<file path="src/design/ctr_pkg.sv">
// package of offsets, field layouts, reset values and decoded value types
package ctr_pkg;
   localparam int unsigned CTR_ADDR_W = 8;
   localparam logic [7:0] CTR_RANGE_TWO_IDX = 8'h06;
   localparam logic [7:0] CTR_RANGE_THREE_IDX = 8'h07;
   // byte address is four times the register index
   localparam logic [7:0] CTR_RANGE_TWO_ADDR = {CTR_RANGE_TWO_IDX[5:0], 2'b00};
   localparam logic [7:0] CTR_RANGE_THREE_ADDR =
      {CTR_RANGE_THREE_IDX[5:0], 2'b00};
   localparam logic [7:0] CTR_RANGE_TWO_RST = 8'h4b;
   localparam logic [7:0] CTR_RANGE_THREE_RST = 8'hbf;
   localparam int unsigned CTR_THR_LSB = 5;
   localparam int unsigned CTR_VOLT_LSB = 3;
   localparam int unsigned CTR_CUR_LSB = 0;
   localparam logic [1:0] CTR_RESP_OKAY = 2'h0;
   localparam logic [1:0] CTR_RESP_SLVERR = 2'h2;

   typedef struct packed {
      logic [2:0] threshold;
      logic [1:0] term_voltage;
      logic [2:0] charge_current;
   } ctr_range_cfg_s;

   // threshold code to degrees celsius; -128 marks an unlisted code
   typedef logic signed [7:0] ctr_degc_t;
   // termination feedback voltage in millivolts
   typedef logic [11:0] ctr_mv_t;
   // charge current in eighths of the programmed current; 15 = unlisted
   typedef logic [3:0] ctr_eighths_t;

   localparam ctr_degc_t CTR_DEGC_NONE = 8'sh80;
   localparam ctr_eighths_t CTR_EIGHTHS_NONE = 4'hf;
endpackage

</file>
<file path="src/design/ctr_decode.sv">
// decoder of one range's codes into threshold, voltage and current values
module ctr_decode
   import ctr_pkg::*;
(
   input wire ctr_range_cfg_s cfg,
   output ctr_degc_t threshold_degc,
   output ctr_mv_t term_mv,
   output ctr_eighths_t current_eighths
);
   always_comb
   begin
      case (cfg.threshold)
         3'h1: threshold_degc = 8'sh00;
         3'h2: threshold_degc = 8'sh0a;
         3'h3: threshold_degc = 8'sh0f;
         3'h4: threshold_degc = 8'sh28;
         3'h5: threshold_degc = 8'sh2d;
         3'h6: threshold_degc = 8'sh32;
         default: threshold_degc = CTR_DEGC_NONE;
      endcase
   end

   always_comb
   begin
      case (cfg.term_voltage)
         2'h0: term_mv = 12'h7d0;
         2'h1: term_mv = 12'h802;
         2'h2: term_mv = 12'h81b;
         default: term_mv = 12'h834;
      endcase
   end

   always_comb
   begin
      case (cfg.charge_current)
         3'h0: current_eighths = 4'h0;
         3'h1: current_eighths = 4'h2;
         3'h2: current_eighths = 4'h3;
         3'h3: current_eighths = 4'h4;
         3'h4: current_eighths = 4'h5;
         3'h5: current_eighths = 4'h6;
         3'h6: current_eighths = 4'h7;
         default: current_eighths = CTR_EIGHTHS_NONE;
      endcase
   end
endmodule

</file>
<file path="src/design/ctr_regs.sv">
// axi4-lite register bank for two charger temperature-range configurations
// Function
// - Threshold 0x06[7:5] is 0,10,15,40,45,50 C for 001..110, reset 010.
// - Third threshold at 0x07 bits 7:5 uses that table and resets to 101.
// - Voltage 0x07[4:3] picks 2.0,2.05,2.075,2.1 V for 00..11, reset 11.
// - Voltage 0x06[4:3] uses the same encoding and resets to 01.
// - Current 0x06[2:0] picks 0 to 87.5 percent for 000..110, reset 011.
// - Current 0x07[2:0] uses the same encoding and resets to 111.
//
// Our own choice: the AXI4-Lite interface to the registers.
module ctr_regs
   import ctr_pkg::*;
(
   input wire logic clock,
   input wire logic rstn,
   input wire logic [CTR_ADDR_W-1:0] s_axi_awaddr,
   input wire logic s_axi_awvalid,
   output logic s_axi_awready,
   input wire logic [31:0] s_axi_wdata,
   input wire logic [3:0] s_axi_wstrb,
   input wire logic s_axi_wvalid,
   output logic s_axi_wready,
   output logic [1:0] s_axi_bresp,
   output logic s_axi_bvalid,
   input wire logic s_axi_bready,
   input wire logic [CTR_ADDR_W-1:0] s_axi_araddr,
   input wire logic s_axi_arvalid,
   output logic s_axi_arready,
   output logic [31:0] s_axi_rdata,
   output logic [1:0] s_axi_rresp,
   output logic s_axi_rvalid,
   input wire logic s_axi_rready,
   output ctr_range_cfg_s low_mid_cfg,
   output ctr_range_cfg_s mid_high_cfg,
   output ctr_degc_t second_temp_threshold_degc,
   output ctr_degc_t third_temp_threshold_degc,
   output ctr_mv_t low_mid_range_term_mv,
   output ctr_mv_t mid_high_range_term_mv,
   output ctr_eighths_t low_mid_range_current_eighths,
   output ctr_eighths_t mid_high_range_current_eighths
);
   logic [7:0] range_two_r;
   logic [7:0] range_three_r;
   logic [CTR_ADDR_W-1:0] awaddr_r;
   logic aw_held_r;
   logic [7:0] wdata_r;
   logic wstrb0_r;
   logic w_held_r;
   logic do_write;
   logic [1:0] sel_w;
   logic [1:0] sel_r;
   ctr_degc_t thr2_c;
   ctr_degc_t thr3_c;
   ctr_mv_t v12_c;
   ctr_mv_t v23_c;
   ctr_eighths_t i12_c;
   ctr_eighths_t i23_c;

   // one-hot select: bit0 range two, bit1 range three
   function automatic logic [1:0] reg_sel(input logic [CTR_ADDR_W-1:0] a);
      reg_sel = {a == CTR_RANGE_THREE_ADDR, a == CTR_RANGE_TWO_ADDR};
   endfunction

   // write address and data may come in either order; each is held once taken
   always_ff @(posedge clock or negedge rstn)
   begin
      if (!rstn)
      begin
         aw_held_r <= 1'b0;
         awaddr_r <= '0;
      end
      else if (s_axi_awvalid && s_axi_awready)
      begin
         aw_held_r <= 1'b1;
         awaddr_r <= s_axi_awaddr;
      end
      else if (do_write)
         aw_held_r <= 1'b0;
   end

   always_ff @(posedge clock or negedge rstn)
   begin
      if (!rstn)
      begin
         w_held_r <= 1'b0;
         wdata_r <= '0;
         wstrb0_r <= 1'b0;
      end
      else if (s_axi_wvalid && s_axi_wready)
      begin
         w_held_r <= 1'b1;
         wdata_r <= s_axi_wdata[7:0];
         wstrb0_r <= s_axi_wstrb[0];
      end
      else if (do_write)
         w_held_r <= 1'b0;
   end

   always_ff @(posedge clock or negedge rstn)
   begin
      if (!rstn)
      begin
         s_axi_awready <= 1'b0;
         s_axi_wready <= 1'b0;
      end
      else
      begin
         s_axi_awready <= !aw_held_r && !s_axi_awready && !s_axi_bvalid;
         s_axi_wready <= !w_held_r && !s_axi_wready && !s_axi_bvalid;
      end
   end

   assign do_write = aw_held_r && w_held_r && !s_axi_bvalid;
   assign sel_w = reg_sel(awaddr_r);

   // storage: any code is kept as written, including unlisted ones
   always_ff @(posedge clock or negedge rstn)
   begin
      if (!rstn)
      begin
         range_two_r <= CTR_RANGE_TWO_RST;
         range_three_r <= CTR_RANGE_THREE_RST;
      end
      else if (do_write && wstrb0_r)
      begin
         if (sel_w[0])
            range_two_r <= wdata_r;
         if (sel_w[1])
            range_three_r <= wdata_r;
      end
   end

   always_ff @(posedge clock or negedge rstn)
   begin
      if (!rstn)
      begin
         s_axi_bvalid <= 1'b0;
         s_axi_bresp <= CTR_RESP_OKAY;
      end
      else if (do_write)
      begin
         s_axi_bvalid <= 1'b1;
         s_axi_bresp <= (|sel_w) ? CTR_RESP_OKAY : CTR_RESP_SLVERR;
      end
      else if (s_axi_bready)
         s_axi_bvalid <= 1'b0;
   end

   assign sel_r = reg_sel(s_axi_araddr);

   always_ff @(posedge clock or negedge rstn)
   begin
      if (!rstn)
      begin
         s_axi_arready <= 1'b0;
         s_axi_rvalid <= 1'b0;
         s_axi_rdata <= '0;
         s_axi_rresp <= CTR_RESP_OKAY;
      end
      else
      begin
         s_axi_arready <= !s_axi_arready && !s_axi_rvalid && s_axi_arvalid;
         if (s_axi_arvalid && s_axi_arready)
         begin
            s_axi_rvalid <= 1'b1;
            s_axi_rresp <= (|sel_r) ? CTR_RESP_OKAY : CTR_RESP_SLVERR;
            s_axi_rdata <= {24'h00_0000,
               (sel_r[0] ? range_two_r : 8'h00) |
               (sel_r[1] ? range_three_r : 8'h00)};
         end
         else if (s_axi_rready)
            s_axi_rvalid <= 1'b0;
      end
   end

   ctr_decode u_dec_low_mid (
      .cfg(ctr_range_cfg_s'(range_two_r)),
      .threshold_degc(thr2_c),
      .term_mv(v12_c),
      .current_eighths(i12_c)
   );

   ctr_decode u_dec_mid_high (
      .cfg(ctr_range_cfg_s'(range_three_r)),
      .threshold_degc(thr3_c),
      .term_mv(v23_c),
      .current_eighths(i23_c)
   );

   // registered copies so every output leaves a flip-flop
   always_ff @(posedge clock or negedge rstn)
   begin
      if (!rstn)
      begin
         low_mid_cfg <= ctr_range_cfg_s'(CTR_RANGE_TWO_RST);
         mid_high_cfg <= ctr_range_cfg_s'(CTR_RANGE_THREE_RST);
         second_temp_threshold_degc <= 8'sh0a;
         third_temp_threshold_degc <= 8'sh2d;
         low_mid_range_term_mv <= 12'h802;
         mid_high_range_term_mv <= 12'h834;
         low_mid_range_current_eighths <= 4'h4;
         mid_high_range_current_eighths <= CTR_EIGHTHS_NONE;
      end
      else
      begin
         low_mid_cfg <= ctr_range_cfg_s'(range_two_r);
         mid_high_cfg <= ctr_range_cfg_s'(range_three_r);
         second_temp_threshold_degc <= thr2_c;
         third_temp_threshold_degc <= thr3_c;
         low_mid_range_term_mv <= v12_c;
         mid_high_range_term_mv <= v23_c;
         low_mid_range_current_eighths <= i12_c;
         mid_high_range_current_eighths <= i23_c;
      end
   end
endmodule

</file>
<file path="config.mk">
export PLATFORM = sky130hd
export DESIGN_NAME = ctr_regs
export DESIGN_NICKNAME = d
export VERILOG_FILES = /design/src/design/ctr_pkg.sv /design/src/design/ctr_decode.sv /design/src/design/ctr_regs.sv
export SDC_FILE = /design/constraint.sdc
export NUM_CORES = 1
export LEC_CHECK = 0
export ABC_AREA = 1
export BUFFER_PORTS_ARGS = -buffer_cell sky130_fd_sc_hd__buf_2
export CAP_MARGIN = 10
export CORE_MARGIN = 4
export CORE_UTILIZATION = 40
export CTS_CLUSTER_DIAMETER = 50
export DETAILED_ROUTE_END_ITERATION = 16
export GPL_TIMING_DRIVEN = 0
export PLACE_DENSITY = 0.71
export SLEW_MARGIN = 15
export SYNTH_ARGS = -nofsm -noshare
export SYNTH_HDL_FRONTEND = slang
export SYNTH_SLANG_ARGS = --single-unit
</file>
<file path="constraint.sdc">
create_clock -name clock -period 1 [get_ports clock]
set_input_delay 0.05 -clock clock [delete_from_list [all_inputs] [get_ports clock]]
set_output_delay 0.05 -clock clock [all_outputs]
set_load 0.05 [all_outputs]
</file>
==> impl_metrics.toml <==
[synth]
ys_warn_count = 0
yosys.area.top_type = "dfrtp_1"
synth_top_area_frac = 0.3709
netlist_area_um2 = 4115
avgSynthCellArea_um2 = 11.00
ys_top_cells_by_area = "dfrtp_1, dfstp_2, nand2_1"
netlist_instances = 374
ys_types = 34
ys_seq_elements = 98
yosysSeqAreaShare = 0.6072

[power]
vdd_ir_drop_max_uv = 1126
p_leak_uw = 0.003490
p_sw_frac = 0.3357
p_seq_frac = 0.445
power.internal_uw = 7705
p_sw_uw = 3893
pwr-share-comb = 0.338
clockPowerShare = 0.217
power.density_nw_per_um2 = 1703

[global_route]
met3_usage = 0.03876
first_global_vias = 3164
top_usage_layer = "met2"
use_met2 = 0.2742
grt_pass1_wl_um = 14850
grt_max_degree = 52
met1_usage = 0.1989
track_usage = 0.1614
overflow = 0
grt_antenna_before_repair = 0

[finish]
layout_commonest_cell = "nand2_1"
stdcell_area_um2 = 6812
num_antenna_cells = 0
syn2layout_area_growth_pct = 65.52
fin_cells = 724
layout.nets = 655
nFillCells = 692
drive_gt1_frac = 0.5635
post-route-util = 0.6874
final_cell_mix = "nand2_1, buf_6, buf_4, dfrtp_1, buf_8"

[worst_setup_path]
critical_path.endpoint = "range_three_r[7]"
rrSetupSlack_ns = -0.29
critical_path_class = "register to register"
worst_ep_arrival_time_ns = 1.60
crit_path_end_kind = "register"
critPathMaxFanout = 4
worst_r2r_path_depth = 6
reg2reg_to = "range_three_r[7]"
rr_startpoint = "awaddr_r[1]"
crit_start = "awaddr_r[1]"
cp_data_required_time_ns = 1.31
start_kind = "register"

[floorplanning]
die_h_um = 109.4
initial_utilization = 0.4153
dieArea_um2 = 11970
placementRows = 36
ios = 164
core_um2 = 9910
die_w_um = 109.4

[drt]
wire_per_inst_um = 13.93
viasPerCell = 4.417
drc = 0
dr.pass1.iters = 4
detail-route-antenna-nets = 0
wl_um = 10090
vias = 3198
drt_iter0_markers = 145

[flow_run]
max_cap_violations = 0

[clock_network]
clock_sinks = 98
clkTransAtPathRegs_ns = 0.10
cts_max_path_buffers = 2
cts_tree = "yes"
cts_buffers = 9
h-tree-depth = 3
cts_hold_buf = 20
clock_latency_ns = 0.36
cts-root-buf = "clkbuf_8"

[timing]
tightest_slew_ns = 0.6315
period_minus_slack_ns = 1.291
whs_ns = -0.2981
maxSlewViolCount = 0
rsz0062_at_grt = "true"
fmax_mhz = 774.4
finalHoldViolCount = 28
fin_ws_ns = -0.2913
final.period_utilization = 1.291
slew_headroom = 0.5790
finalSetupViolCount = 78
skew_ns = 0.009105

[place]
post-place-ws_ns = -0.2424
place_hpwl_um = 5958
post_dp_cell_area_um2 = 5031
place_inst = 643
portBuffers = 108
place_congestion = 0.7933

[status]
violations = "hold timing, setup timing"
status = "finished, violations left"

[min_path]
hold_class = "input pin to asynchronous set/reset pin"
-- worst max-delay path, stage by stage, from the launching register on --
cell,delay [ns]
dfrtp_1,0.42
nor2_4,0.19
nand3_4,0.14
buf_12,0.15
nor2_4,0.14
nand3_1,0.11
nand2_1,0.08
-- layer usage --
layer,vias up,part of all wire
met2,115,0.53
met4,0,0.013
met5,-,0
met3,13,0.065
li1,1538,-
met1,1532,0.39
-- timing repair --
item                                    in CTS  in global routing
gates cloned                                 4                  0
endpoints found under the setup margin     112                124
setup buffers                               26                 15
endpoints found under the hold margin       48                 28
resized for setup                          199                 83
pin swaps                                   15                 26
-- cells by family (layout without fill, tap and decap cells) --
group,after synthesis,in the layout,synth area share
other cells,1,28,0.0009113
flops,98,98,0.6072
compound gates,16,16,0.02068
xor+xnor,2,2,0.004257
fa+ha+maj,10,10,0.03040
simple gates,157,159,0.1873
buf+inv,77,265,0.1137
mux,13,13,0.03557
-- worst min path at each step --
stage | depth (start not counted) | from | to
5_1_grt | 1 | rstn | s_axi_arready
4_1_cts | 1 | rstn | s_axi_rvalid
3_5_place_dp | 1 | rstn | s_axi_rvalid
3_3_place_gp | 2 | s_axi_bready | s_axi_bvalid
6_report | 1 | rstn | s_axi_rvalid
2_1_floorplan | 0 | rstn | aw_held_r
-- synthesized netlist by cell type (all sizes together) --
library cell  instances
nand4                 1
and2                  1
nor3b                 1
nor2                 25
dfstp                37
a21oi                 9
inv                  29
xnor2                 1
dfrtp                61
conb                  1
clkbuf                1
buf                  46
nand3b                1
ha                   10
mux2                 13
a21boi                1
o22ai                 1
nand3                35
nor3                  4
o21ai                 4
xor2                  1
a31oi                 1
clkinv                1
nand2                89
-- area by class of cell --
| class | instances | area [um^2] | share of cell area |
|---|---|---|---|
| sequential | 98 | 2509 | 0.3683 |
| timing repair buffer | 172 | 1873 | 0.2750 |
| multi-input combinational | 228 | 1524 | 0.2237 |
| buffer | 47 | 434.2 | 0.06374 |
| tap | 133 | 166.4 | 0.02443 |
| clock buffer | 11 | 131.4 | 0.01929 |
| inverter | 30 | 116.4 | 0.01708 |
| clock inverter | 5 | 57.56 | 0.008450 |
-- through the flow --
| stage | setup TNS, ns | power (uW) |
|---|---|---|
| 2_1_floorplan | -5.775 | 7101 |
| 3_3_place_gp | -79.42 | 7576 |
| 3_5_place_dp | -4.345 | 7675 |
| 4_1_cts | -9.703 | 11320 |
| 5_1_grt | -14.47 | 12150 |
| 6_report | -9.787 | 11600 |
-- power by group through the flow --
stage / registers (uW) / logic [uW] / clock network [uW]
2_1_floorplan: 5470 / 1630 / 0
3_3_place_gp: 5070 / 2510 / 0
3_5_place_dp: 5100 / 2580 / 0
4_1_cts: 5100 / 3630 / 2580
5_1_grt: 5220 / 4160 / 2760
6_report: 5160 / 3920 / 2520
-- flip-flops by register name, summed over array words and instances (netlist names), 4 cells and up --
name	cells
mid_high_cfg	8
s_axi_rdata	8
low_mid_cfg	8
wdata_r	8
low_mid_range_term_mv	6
low_mid_range_current_eighths	4
range_three_r	8
awaddr_r	8
mid_high_range_current_eighths	4
second_temp_threshold_degc	6
mid_high_range_term_mv	6
range_two_r	8
third_temp_threshold_degc	6
(Power assumes the default switching activity.)
